## config.mk

```make
export PLATFORM = sky130hd
export DESIGN_NAME = power_mode_sequencer
export DESIGN_NICKNAME = d
export VERILOG_FILES = /design/src/core/lpo_tick_divider.v /design/src/core/power_mode_sequencer.v
export VERILOG_INCLUDE_DIRS = /design/src /design/src/core
export SDC_FILE = /design/constraint.sdc
export NUM_CORES = 1
export LEC_CHECK = 0
export BUFFER_PORTS_ARGS = -buffer_cell sky130_fd_sc_hd__buf_4
export CORE_ASPECT_RATIO = 0.5
export CORE_MARGIN = 4
export CORE_UTILIZATION = 50
export CTS_BUF_LIST = sky130_fd_sc_hd__clkbuf_16
export DETAILED_ROUTE_END_ITERATION = 8
export PLACE_DENSITY_LB_ADDON = 0.08
export SLEW_MARGIN = 40
export SYNTH_ARGS = -nofsm -noshare
export SYNTH_HDL_FRONTEND = slang
export SYNTH_SLANG_ARGS = --single-unit
```

## constraint.sdc

```tcl
create_clock -name clk -period 4.65 [get_ports clk]
set_input_delay 0.93 -clock clk [delete_from_list [all_inputs] [get_ports clk]]
set_output_delay 0.93 -clock clk [all_outputs]
set_load 0.03 [all_outputs]
```

## src/core/power_mode_map.vh

```
// constants for the power mode sequencer
// Contract
// - four power states ordered active, idle, sleep, deep power-off
// - after programmed inactivity interval, step down one power state
// - user activity in any lower state returns straight to active
// - deep power-off cuts core and pa supply rails, io domain stays on
// - always-on io logic watches user events in deep power-off and repowers
// - separate power-down outputs for tx path, rx path, pll, pa
// - packet handler enables rf sections only when needed in packet
// - low-power connection mode runs on slow oscillator, wakes after period
// - actions triggerable by software writes and by packet events
// - core regulator disabled on deep power-off entry under firmware control
`ifndef POWER_MODE_MAP_VH
`define POWER_MODE_MAP_VH
`define PM_ACTIVE 2'h0
`define PM_IDLE 2'h1
`define PM_SLEEP 2'h2
`define PM_DEEP_OFF 2'h3
`define PM_TMR_W 16
`define PM_TMR_ZERO 16'h0000
`define PM_TMR_ONE 16'h0001
`define PM_TMR_MAX 16'hffff
`define PM_MODE_STEP 2'h1
`define PM_IDLE_TICKS 16'h0064
`define PM_SLEEP_TICKS 16'h03e8
`define PM_DEEP_TICKS 16'h2710
`define PM_LP_TICKS 16'h0100
`define PM_LPO_DIV 8'h4e
`define PM_DIV_ZERO 8'h00
`define PM_DIV_ONE 8'h01
`endif

```

## src/core/lpo_tick_divider.v

```verilog
// slow oscillator tick divider
`timescale 1ns/1ps
`include "power_mode_map.vh"
module lpo_tick_divider #(
   parameter [7:0] DIV = `PM_LPO_DIV
) (
   input wire clk,
   input wire rst_n,
   output reg tick_ff
);
   reg [7:0] cnt_ff;
   always @(posedge clk or negedge rst_n) begin
      if (!rst_n) begin
         cnt_ff <= `PM_DIV_ZERO;
         tick_ff <= 1'b0;
      end else if (cnt_ff == DIV) begin
         cnt_ff <= `PM_DIV_ZERO;
         tick_ff <= 1'b1;
      end else begin
         cnt_ff <= cnt_ff + `PM_DIV_ONE;
         tick_ff <= 1'b0;
      end
   end
endmodule // lpo_tick_divider

```

## src/core/power_mode_sequencer.v

```verilog
// power mode sequencer with rf power-down control
`timescale 1ns/1ps
`include "power_mode_map.vh"
module power_mode_sequencer #(
   parameter [7:0] LPO_DIV = `PM_LPO_DIV
) (
   input wire clk,
   input wire rst_n,
   input wire user_event,
   input wire [15:0] idle_ticks,
   input wire [15:0] sleep_ticks,
   input wire [15:0] deep_ticks,
   input wire sw_force_valid,
   input wire [1:0] sw_force_mode,
   input wire fw_regulator_off_en,
   input wire lp_conn_req,
   input wire [15:0] lp_conn_ticks,
   input wire pkt_tx_busy,
   input wire pkt_rx_busy,
   input wire pkt_pa_need,
   input wire pkt_idle_event,
   output reg [1:0] power_mode_ff,
   output reg core_supply_rail_en_ff,
   output reg pa_supply_rail_en_ff,
   output reg core_regulator_en_ff,
   output reg tx_pd_ff,
   output reg rx_pd_ff,
   output reg pll_pd_ff,
   output reg pa_pd_ff,
   output reg lp_conn_active_ff,
   output reg lp_wake_ff
);
   wire lpo_tick;
   reg [15:0] tmr_ff;
   reg [15:0] lp_tmr_ff;
   reg [1:0] nxt_mode;
   reg [15:0] limit;
   reg step_down;

   // slow oscillator ticks pace every interval
   lpo_tick_divider #(.DIV(LPO_DIV)) u_div (
      .clk(clk),
      .rst_n(rst_n),
      .tick_ff(lpo_tick)
   );

   function [15:0] interval_of;
      input [1:0] mode;
      input [15:0] a;
      input [15:0] b;
      input [15:0] c;
      begin
         case (mode)
            `PM_ACTIVE: interval_of = a;
            `PM_IDLE: interval_of = b;
            `PM_SLEEP: interval_of = c;
            default: interval_of = `PM_TMR_ZERO;
         endcase
      end
   endfunction

   always @* begin
      limit = interval_of(power_mode_ff, idle_ticks, sleep_ticks, deep_ticks);
      step_down = (power_mode_ff != `PM_DEEP_OFF) && lpo_tick &&
                  (tmr_ff + `PM_TMR_ONE >= limit);
      nxt_mode = power_mode_ff;
      if (user_event) begin
         nxt_mode = `PM_ACTIVE;
      end else if (sw_force_valid) begin
         nxt_mode = sw_force_mode;
      end else if (pkt_idle_event && power_mode_ff == `PM_ACTIVE) begin
         nxt_mode = `PM_IDLE;
      end else if (step_down) begin
         nxt_mode = power_mode_ff + `PM_MODE_STEP;
      end
   end

   always @(posedge clk or negedge rst_n) begin
      if (!rst_n) begin
         power_mode_ff <= `PM_ACTIVE;
         tmr_ff <= `PM_TMR_ZERO;
      end else begin
         power_mode_ff <= nxt_mode;
         // user activity or a new mode restarts the interval
         if (user_event || nxt_mode != power_mode_ff) begin
            tmr_ff <= `PM_TMR_ZERO;
         end else if (lpo_tick && tmr_ff != `PM_TMR_MAX) begin
            tmr_ff <= tmr_ff + `PM_TMR_ONE;
         end
      end
   end

   // rails follow the mode; io domain logic (this block) stays powered
   always @(posedge clk or negedge rst_n) begin
      if (!rst_n) begin
         core_supply_rail_en_ff <= 1'b1;
         pa_supply_rail_en_ff <= 1'b1;
         core_regulator_en_ff <= 1'b1;
      end else begin
         core_supply_rail_en_ff <= (nxt_mode != `PM_DEEP_OFF);
         pa_supply_rail_en_ff <= (nxt_mode != `PM_DEEP_OFF);
         // firmware may keep the regulator on, e.g. for debug
         core_regulator_en_ff <= !(nxt_mode == `PM_DEEP_OFF && fw_regulator_off_en);
      end
   end

   // rf sections powered only while the packet needs them and the next mode is active
   always @(posedge clk or negedge rst_n) begin
      if (!rst_n) begin
         tx_pd_ff <= 1'b1;
         rx_pd_ff <= 1'b1;
         pll_pd_ff <= 1'b1;
         pa_pd_ff <= 1'b1;
      end else begin
         tx_pd_ff <= !(pkt_tx_busy && nxt_mode == `PM_ACTIVE);
         rx_pd_ff <= !(pkt_rx_busy && nxt_mode == `PM_ACTIVE);
         pll_pd_ff <= !((pkt_tx_busy || pkt_rx_busy) && nxt_mode == `PM_ACTIVE);
         pa_pd_ff <= !(pkt_tx_busy && pkt_pa_need && nxt_mode == `PM_ACTIVE);
      end
   end

   // low-power connection: counts slow ticks, one-cycle wake at expiry
   always @(posedge clk or negedge rst_n) begin
      if (!rst_n) begin
         lp_conn_active_ff <= 1'b0;
         lp_tmr_ff <= `PM_TMR_ZERO;
         lp_wake_ff <= 1'b0;
      end else begin
         lp_wake_ff <= 1'b0;
         if (!lp_conn_req) begin
            lp_conn_active_ff <= 1'b0;
            lp_tmr_ff <= `PM_TMR_ZERO;
         end else if (!lp_conn_active_ff) begin
            lp_conn_active_ff <= 1'b1;
            lp_tmr_ff <= `PM_TMR_ZERO;
         end else if (lpo_tick) begin
            if (lp_tmr_ff + `PM_TMR_ONE >= lp_conn_ticks) begin
               lp_tmr_ff <= `PM_TMR_ZERO;
               lp_wake_ff <= 1'b1;
            end else begin
               lp_tmr_ff <= lp_tmr_ff + `PM_TMR_ONE;
            end
         end
      end
   end
endmodule // power_mode_sequencer

```

* After elaboration in Yosys (flattened, before gate mapping) *
Cells that the tools add are included.

cells by class
  add/sub/neg operators = 4
  $lt $le $gt $ge = 2
  equality and inequality tests = 9
  reductions and logical operators = 20
  multiplexer cells = 18

operators by type and width
  kind                   count
  $mux 16                6
  $pmux 16 s3            1
  $add 16x1->16 const B  2
  $ge 16x16->1           2
  $ne 16x16->1 const B   1
  $logic_and 1x1->1      10
  $add 8x1->8 const B    1
  $eq 8x7->1 const B     1
  $mux 2                 4
  $mux 8                 1
  $mux 1                 6
  $logic_not 1->1        5
  $eq 2x2->1 const B     2
  $logic_not 2->1        2
  $ne 2x2->1 const B     2
  $ne 3x2->1 const B     1
  $add 2x1->2 const B    1
  $eq 2x1->1 const B     1
  $logic_or 1x1->1       2
  $ne 2x2->1             1
  $reduce_bool 2->1      1

word-level totals
  word-level logic and storage cells = 66
  bits in registers = 51
  input bits = 76

* Longest topological paths before layout *
Gate-level depths: netlist of the first run.

  word-level depth = 11
  mapped depth = 15
  mapped depth without buffers = 13

* By module *
From an unflattened synthesis of the first run, not the netlist that was laid out.

second synthesis, totals
  cell total of the unflattened synthesis = 407
  area total of the unflattened synthesis = 3774.9 um^2

modules (own cells, without submodules)
  module                sequential area each (um^2)  times used  area an instance (um^2)  cells an instance
  power_mode_sequencer  1058.5                       1           3358.2                   372
  lpo_tick_divider      225.2                        1           416.6                    35

* Worst setup path after synthesis of the first run *
No wires, ideal clock.

  path type = register -> register
  from = register power_mode_ff[1]
  to = register tmr_ff[3]
  stages on the path, launching flop included = 15
  required time = 4.531 ns
  path slack = 1.027 ns
  data arrival time = 3.505 ns
  cell sequence = dfrtp_1 -> inv_1 -> ha_1 -> clkbuf_1 -> clkbuf_1 -> a222oi_1 -> or2_2 -> ha_1 -> nand4_1 -> or3b_1 -> o31ai_2 -> nor2_2 -> o311ai_4 -> buf_6 -> nor2_1

on the way
  longest elaborated chain between the ends = 11
  elaborated cells on any way between the ends = 18
  those cells by class = add/sub: 1; order compare: 1; eq/ne: 4; mux: 6; reduce/logical: 6

RTL lines
  item                                                 line                       text
  start, declared                                      power_mode_sequencer.v:22  output reg [1:0] power_mode_ff,
  start signal, assigned                               power_mode_sequencer.v:80  power_mode_ff <= `PM_ACTIVE;
  start signal, assigned                               power_mode_sequencer.v:83  power_mode_ff <= nxt_mode;
  $eq 2x2->1, or another cell as far along             power_mode_sequencer.v:53  case (mode)
  $pmux 16 s3                                          power_mode_sequencer.v:53
  $ge 16x16->1                                         power_mode_sequencer.v:65  (tmr_ff + `PM_TMR_ONE >= limit);
  $logic_and 1x1->1                                    power_mode_sequencer.v:64  step_down = (power_mode_ff != `PM_DEEP_OFF) && lpo_tick &&
  $mux 2                                               power_mode_sequencer.v:73  end else if (step_down) begin
  $mux 2                                               power_mode_sequencer.v:71  end else if (pkt_idle_event && power_mode_ff == `PM_ACTIVE) begin
  $mux 2                                               power_mode_sequencer.v:69  end else if (sw_force_valid) begin
  $mux 2                                               power_mode_sequencer.v:67  if (user_event) begin
  $ne 2x2->1 *                                         power_mode_sequencer.v:85  if (user_event || nxt_mode != power_mode_ff) begin
  $logic_or 1x1->1 *                                   power_mode_sequencer.v:85
  $mux 16 / $reduce_bool 2->1 (equally long branches)  -
  end signal, assigned                                 power_mode_sequencer.v:81  tmr_ff <= `PM_TMR_ZERO;
  end signal, assigned                                 power_mode_sequencer.v:86  tmr_ff <= `PM_TMR_ZERO;
  end signal, assigned                                 power_mode_sequencer.v:88  tmr_ff <= tmr_ff + `PM_TMR_ONE;
  end, declared                                        power_mode_sequencer.v:34  reg [15:0] tmr_ff;

Mark *: on every way between the ends. The rest lies on a longest branch, timed or not.
A chain may end at the register's enable or synchronous reset.

* Worst setup path in the final report of the first run *
  from = register power_mode_ff[0]
  to = register tmr_ff[6]

The elaborated chain is that of the path after synthesis.

==> results.toml, run 1 <==
[run_status]
outcome = "complete, no violations"

[worst_hold_path]
holdCritPathClass = "register to register"
hold_start = "u_div.cnt_ff[7]"

[drt]
drcViolationCount = 0
postRouteAntennaNets = 0
drt-total-wl_um = 9180
vias = 3435
via_per_inst = 5.46
dr.pass1.iters = 9
wl_per_cell_um = 14.6
drt_iter0_markers = 198

[die]
core_area_um2 = 7490
fp-row-count = 22
pin_count = 87
start_util = 0.527
die_w_um = 134
die_area_um2 = 9460
die_height_um = 70.8

[timing]
min_period_ns = 4.02
max_freq_ghz = 0.249
fin_skew_ns = 0.00500
slew_headroom = 0.494
grt_setup_unrepaired = "no"
tightest_slew_ns = 0.754
setup_viol = 0
slew_violations = 0
fin_ws_ns = 0.626
finalCritPeriodShare = 0.865
final.setup.tns_ns = 0
hold_viol = 0

[placed_design]
pre_cts_ws_ns = 0.616
finalWeightedCongestion = 0.842
post-place-cells = 621
port_buffers = 86
placed_area_um2 = 4670
post-dp-hpwl_um = 7050

[cells_and_area]
nFillCells = 671
final_area_um2 = 4840
drive_gt1_frac = 0.244
multi_input_area_um2 = 2480
final_common_cell = "buf_4"
final_cell_mix = "89 x buf_4, 45 x dfrtp_1, 42 x nand2_1, 41 x ha_1, 36 x nor2_1"
num-nets-final = 637
seq_area_um2 = 1280
n_antenna_cell = 0
fin_cells = 629
syn2layout_area_growth_pct = 22.6

[clock_tree]
cts_buffer_depth = 2
htreeDepth = 2
ctsResizeCount = 0
cts.clk_slew.worst_paths_ns = 0.07
postCtsSetupBuffers = 0
numClockSinks = 51
cts_tree = "done"
cts-root-buf = "clkbuf_16"
hold_buffers = 0
cts_buffers = 5
clk_latency_ns = 0.29

[power]
power_density_nw_per_um2 = 219
peakVddDrop_uv = 154
leakagePower_nw = 2.31

[grt]
grt_util_all_layers = 0.195
grt_pass1_vias = 3327
grt_max_degree = 52
grt_overflow = 0
antenna_found_initial = 0
grt_pass1_wl_um = 15500

[setup_path]
required_ns = 4.79
crit_chain = "inv_1 -> ha_1 -> a222oi_1 -> or2_2 -> ha_1 -> and4_1 -> or3b_1 -> o31ai_2 -> nor2_2 -> o311ai_4 -> nor2_1"
critical-path-max-stage-delay_ns = 0.68
cp.arrival_ns = 4.17
cp_common_cell = "ha_1"
r2r-start = "power_mode_ff[0]"
endpoint_kind = "register"
cp-startpoint = "power_mode_ff[0]"
crit_type = "register to register"
crit_slowest_cell = "o311ai_4"
crit_fanout = 17
startpoint_type = "register"

[synth]
synth_xor_xnor_area_share = 0.0999
yosys.area_share.simple = 0.209
yosysTopAreaCellShare = 0.285
yosys-mux-area-fraction = 0.0108
yosys.area_share.adder = 0.130
synth_top_family_by_area = "simple AND/OR/NAND/NOR gates"
ys.flop_type = "dfrtp_1"
yosysTopAreaCell = "dfrtp_1"
synth-compound-area-share = 0.178
netlist_area_um2 = 3950
synth.avg_cell_area_um2 = 8.89
synth-seq-cells = 51
synth_area_leaders = "dfrtp_1 29%, ha_1 13%, xnor2_1 5.1%"
synth-edff-count = 0
yosys_warnings = 0
synthArstFlopShare = 1.00
syn_nets = 561
netlist_instances = 444
ys_types = 52
seq_area_frac_synth = 0.325

[job]
cap_violations = 0
-- cell families (layout without fill, tap and decap cells) --
family | after synthesis | in the layout
mux | 4 | 4
fa+ha+maj | 41 | 41
flops | 51 | 51
buf+inv | 47 | 124
compound gates | 90 | 90
xor+xnor | 45 | 45
simple gates | 166 | 166
-- metal layers --
layer  vias up  part of all wire  wire length, um  GRT usage
met4         0             0.011              102     0.0410
met1      1577              0.49             4500      0.274
li1       1743                 -                -          -
met5         -                 0                0          0
met3        13             0.069              633     0.0469
met2       102              0.43             3940      0.310
-- cell usage after synthesis, types with 11 or more instances --
| master | count |
|---|---|
| nand2_1 | 42 |
| ha_1 | 41 |
| or2_2 | 17 |
| a21oi_1 | 13 |
| o211ai_1 | 18 |
| nand3_1 | 24 |
| clkbuf_1 | 18 |
| xor2_1 | 22 |
| dfrtp_1 | 45 |
| inv_1 | 27 |
| o21ai_0 | 11 |
| xnor2_1 | 23 |
| a222oi_1 | 16 |
| nor2_1 | 36 |
-- registers in the layout (all words and copies together) (netlist names) --
register and cells:
lp_tmr_ff 16, lp_wake_ff 1, u_div.tick_ff 1, pll_pd_ff 1, rx_pd_ff 1, tmr_ff 16, tx_pd_ff 1, pa_supply_rail_en_ff 1
power_mode_ff 2, u_div.cnt_ff 8, lp_conn_active_ff 1, core_regulator_en_ff 1, pa_pd_ff 1
-- layout make-up --
class	instances	area share
Tap cell	108	0.0279
Sequential cell	51	0.265
Inverter	27	0.0210
Timing Repair Buffer	89	0.138
Multi-Input combinational cell	346	0.513
Clock inverter	3	0.00879
Clock buffer	5	0.0259
-- worst max-delay path: cells and delay by family (launching register included) --
kind	cells	cell delay (ns)
buf+inv	1	0.17
simple gates	5	1.17
flops	1	0.46
compound gates	3	1.23
fa+ha+maj	2	0.82
-- path summary, 6_finish.rpt --
kind | slack (ns) | depth (start not counted) | end
max in group asynchronous | 3.56 | 1 | lp_wake_ff
worst min-delay path | 0.52 | 1 | u_div.cnt_ff[7]
worst max register to register | 0.63 | 11 | tmr_ff[6]
worst max-delay path | 0.63 | 11 | tmr_ff[6]
min in group asynchronous | 0.64 | 1 | lp_tmr_ff[6]
worst min register to register | 0.52 | 1 | u_div.cnt_ff[7]
-- report_power, final --
| group | total, mW | switching (mW) | internal (mW) |
|---|---|---|---|
| logic | 0.185 | 0.0907 | 0.0944 |
| clock network | 0.418 | 0.164 | 0.254 |
| registers | 0.455 | 0.00370 | 0.451 |
-- through the flow --
stage	total power, mW	hold WS (ns)	utilization
2_1_floorplan	0.563	0.447	-
3_3_place_gp	0.646	0.464	0.623
3_5_place_dp	0.649	0.464	0.624
4_1_cts	1.07	0.517	0.646
5_1_grt	1.11	0.549	0.646
6_report	1.06	0.516	0.646
Power figures use the tool's default switching activity.
==> run 2: changes to the inputs <==
==> constraint.sdc (replaced) <==
create_clock -name clk -period 4.65 [get_ports clk]
set_input_delay 1.1625 -clock clk [delete_from_list [all_inputs] [get_ports clk]]
set_output_delay 1.1625 -clock clk [all_outputs]
set_load 0.03 [all_outputs]
==> run 2 against run 1 <==
Against the previous run: routed wire length is 1.4% lower; count of clock-buffer cells in the layout unchanged; sequential share of layout area barely moved; via count up 0.29%; register-to-register slack worse by 0.05 ns; core utilization increased by 0.10 points; sequential cell count is the same; non-clock buffer count up 1; highest routed layer unchanged; clock skew rose by 0.0036 ns; die area unchanged; critical path depth is 2 higher.
==> results.toml, run 2 (synthesis gave the netlist of run 1 again) <==
[run_status]
outcome = "complete, no violations"

[setup_path]
cp-startpoint = "tmr_ff[0]"
crit_buf_inv = 0
crit_path_end = "tmr_ff[9]"
r2r_slack_ns = 0.57
r2r-start = "tmr_ff[0]"
r2r-end = "tmr_ff[9]"
critical_path_cell_count = 13
crit_slowest_cell = "o311ai_4"
crit_type = "register to register"
crit_chain = "ha_1 -> and3_1 -> and3_1 -> and3_1 -> nand3_1 -> xnor2_1 -> ha_1 -> and4_1 -> or3b_1 -> o31ai_2 -> nor2_2 -> o311ai_4 -> nor2_1"
cp_common_cell = "and3_1"
required_ns = 4.79
reg2regPathDepth = 13
critical-path-max-stage-delay_ns = 0.73
endpoint_kind = "register"
cp.arrival_ns = 4.22
crit_family = "simple AND/OR/NAND/NOR gates"
startpoint_type = "register"
crit_fanout = 16

[placed_design]
post-place-cells = 622
finalWeightedCongestion = 0.814
port_buffers = 86
pre_cts_ws_ns = 0.645
post-dp-hpwl_um = 6850

[timing]
fin_ws_ns = 0.573
whs_ns = 0.471
finalCritPeriodShare = 0.877
min_period_ns = 4.08
hold_viol = 0
final.setup.tns_ns = 0
slew_headroom = 0.477
max_freq_ghz = 0.245
setup_viol = 0
slew_violations = 0
tightest_slew_ns = 0.782
fin_skew_ns = 0.00857
grt_setup_unrepaired = "no"

[grt]
grt_overflow = 0
antenna_found_initial = 0
grt_max_degree = 52
grt_pass1_wl_um = 15400
grt_util_all_layers = 0.193
grt_pass1_vias = 3266

[cells_and_area]
post-route-util = 0.647
final_common_cell = "buf_4"
reg_top3 = "lp_tmr_ff x16, tmr_ff x16, u_div.cnt_ff x8"
seq_area_um2 = 1280
num-nets-final = 638
drive_gt1_frac = 0.245
syn2layout_area_growth_pct = 22.8
fin_cells = 630
n_antenna_cell = 0
multi_input_area_um2 = 2480
final_cell_mix = "90 x buf_4, 45 x dfrtp_1, 42 x nand2_1, 41 x ha_1, 36 x nor2_1"
nFillCells = 655

[drt]
via_per_inst = 5.47
wl_per_cell_um = 14.4
drt-total-wl_um = 9050
postRouteAntennaNets = 0
dr.pass1.iters = 6
vias = 3445
drcViolationCount = 0
drt_iter0_markers = 197

[clock_tree]
numClockSinks = 51
cts.clk_slew.worst_paths_ns = 0.07
cts-root-buf = "clkbuf_16"
cts_buffer_depth = 2
postCtsSetupBuffers = 0
cts_tree = "done"
cts_buffers = 5
clk_latency_ns = 0.29
ctsResizeCount = 0
htreeDepth = 2
hold_buffers = 0

[power]
peakVddDrop_uv = 160
leakagePower_nw = 2.32
power_density_nw_per_um2 = 218

[die]
pin_count = 87
start_util = 0.527
core_area_um2 = 7490
fp-row-count = 22
die_height_um = 70.8
die_area_um2 = 9460
die_w_um = 134

[worst_hold_path]
holdCritPathClass = "register to register"

[job]
cap_violations = 0
run 2: cell types whose count changed in the layout (fill, tap and decap cells not counted), sizes merged:
cell / previous run / this run
buf: 89 / 90
run 2: worst min path at each step:
stage	slack [ns]	end	startpoint	cells past startpoint
after floorplan	0.45	u_div.cnt_ff[7]	u_div.cnt_ff[7]	1
after global placement	0.47	u_div.cnt_ff[7]	u_div.cnt_ff[7]	1
after detailed placement	0.47	u_div.cnt_ff[7]	u_div.cnt_ff[7]	1
after CTS	0.48	u_div.cnt_ff[7]	u_div.cnt_ff[7]	1
after global routing	0.50	u_div.cnt_ff[7]	u_div.cnt_ff[7]	1
final	0.47	u_div.cnt_ff[7]	u_div.cnt_ff[7]	1
run 2: stage by stage:
stage	total power [mW]	cell area, um^2
6_report	1.06	4840
5_1_grt	1.11	4840
4_1_cts	1.07	4840
3_5_place_dp	0.647	4680
3_3_place_gp	0.646	4670
2_1_floorplan	0.563	3950
run 2: worst register-to-register path, stage by stage (launching register included):
cell      delay [ns]
dfrtp_1         0.42
ha_1            0.23
and3_1          0.24
and3_1          0.29
and3_1          0.30
nand3_1         0.12
xnor2_1         0.15
ha_1            0.30
and4_1          0.19
or3b_1          0.36
o31ai_2         0.34
nor2_2          0.11
o311ai_4        0.73
nor2_1          0.15
run 2: power breakdown:
part	total, mW	leakage, nW	internal [mW]	switching, mW
Combinational	0.183	1.56	0.0938	0.0895
Clock	0.420	0.0818	0.254	0.166
Sequential	0.455	0.674	0.451	0.00378
Total	1.06	2.32	0.799	0.259
run 2: per-layer routing:
metal / GRT usage / vias up / share of wire
met4: 0.0274 / 0 / 0.0035
met1: 0.275 / 1575 / 0.50
li1: - / 1760 / -
met5: 0 / - / 0
met3: 0.0483 / 4 / 0.071
met2: 0.307 / 106 / 0.43
run 2: final cells by class:
type / instances / share of cell area
clock buffer: 5 / 0.0258
clock inverter: 3 / 0.00878
inverter: 27 / 0.0209
multi-input combinational: 346 / 0.512
sequential: 51 / 0.265
tap: 108 / 0.0279
timing repair buffer: 90 / 0.139
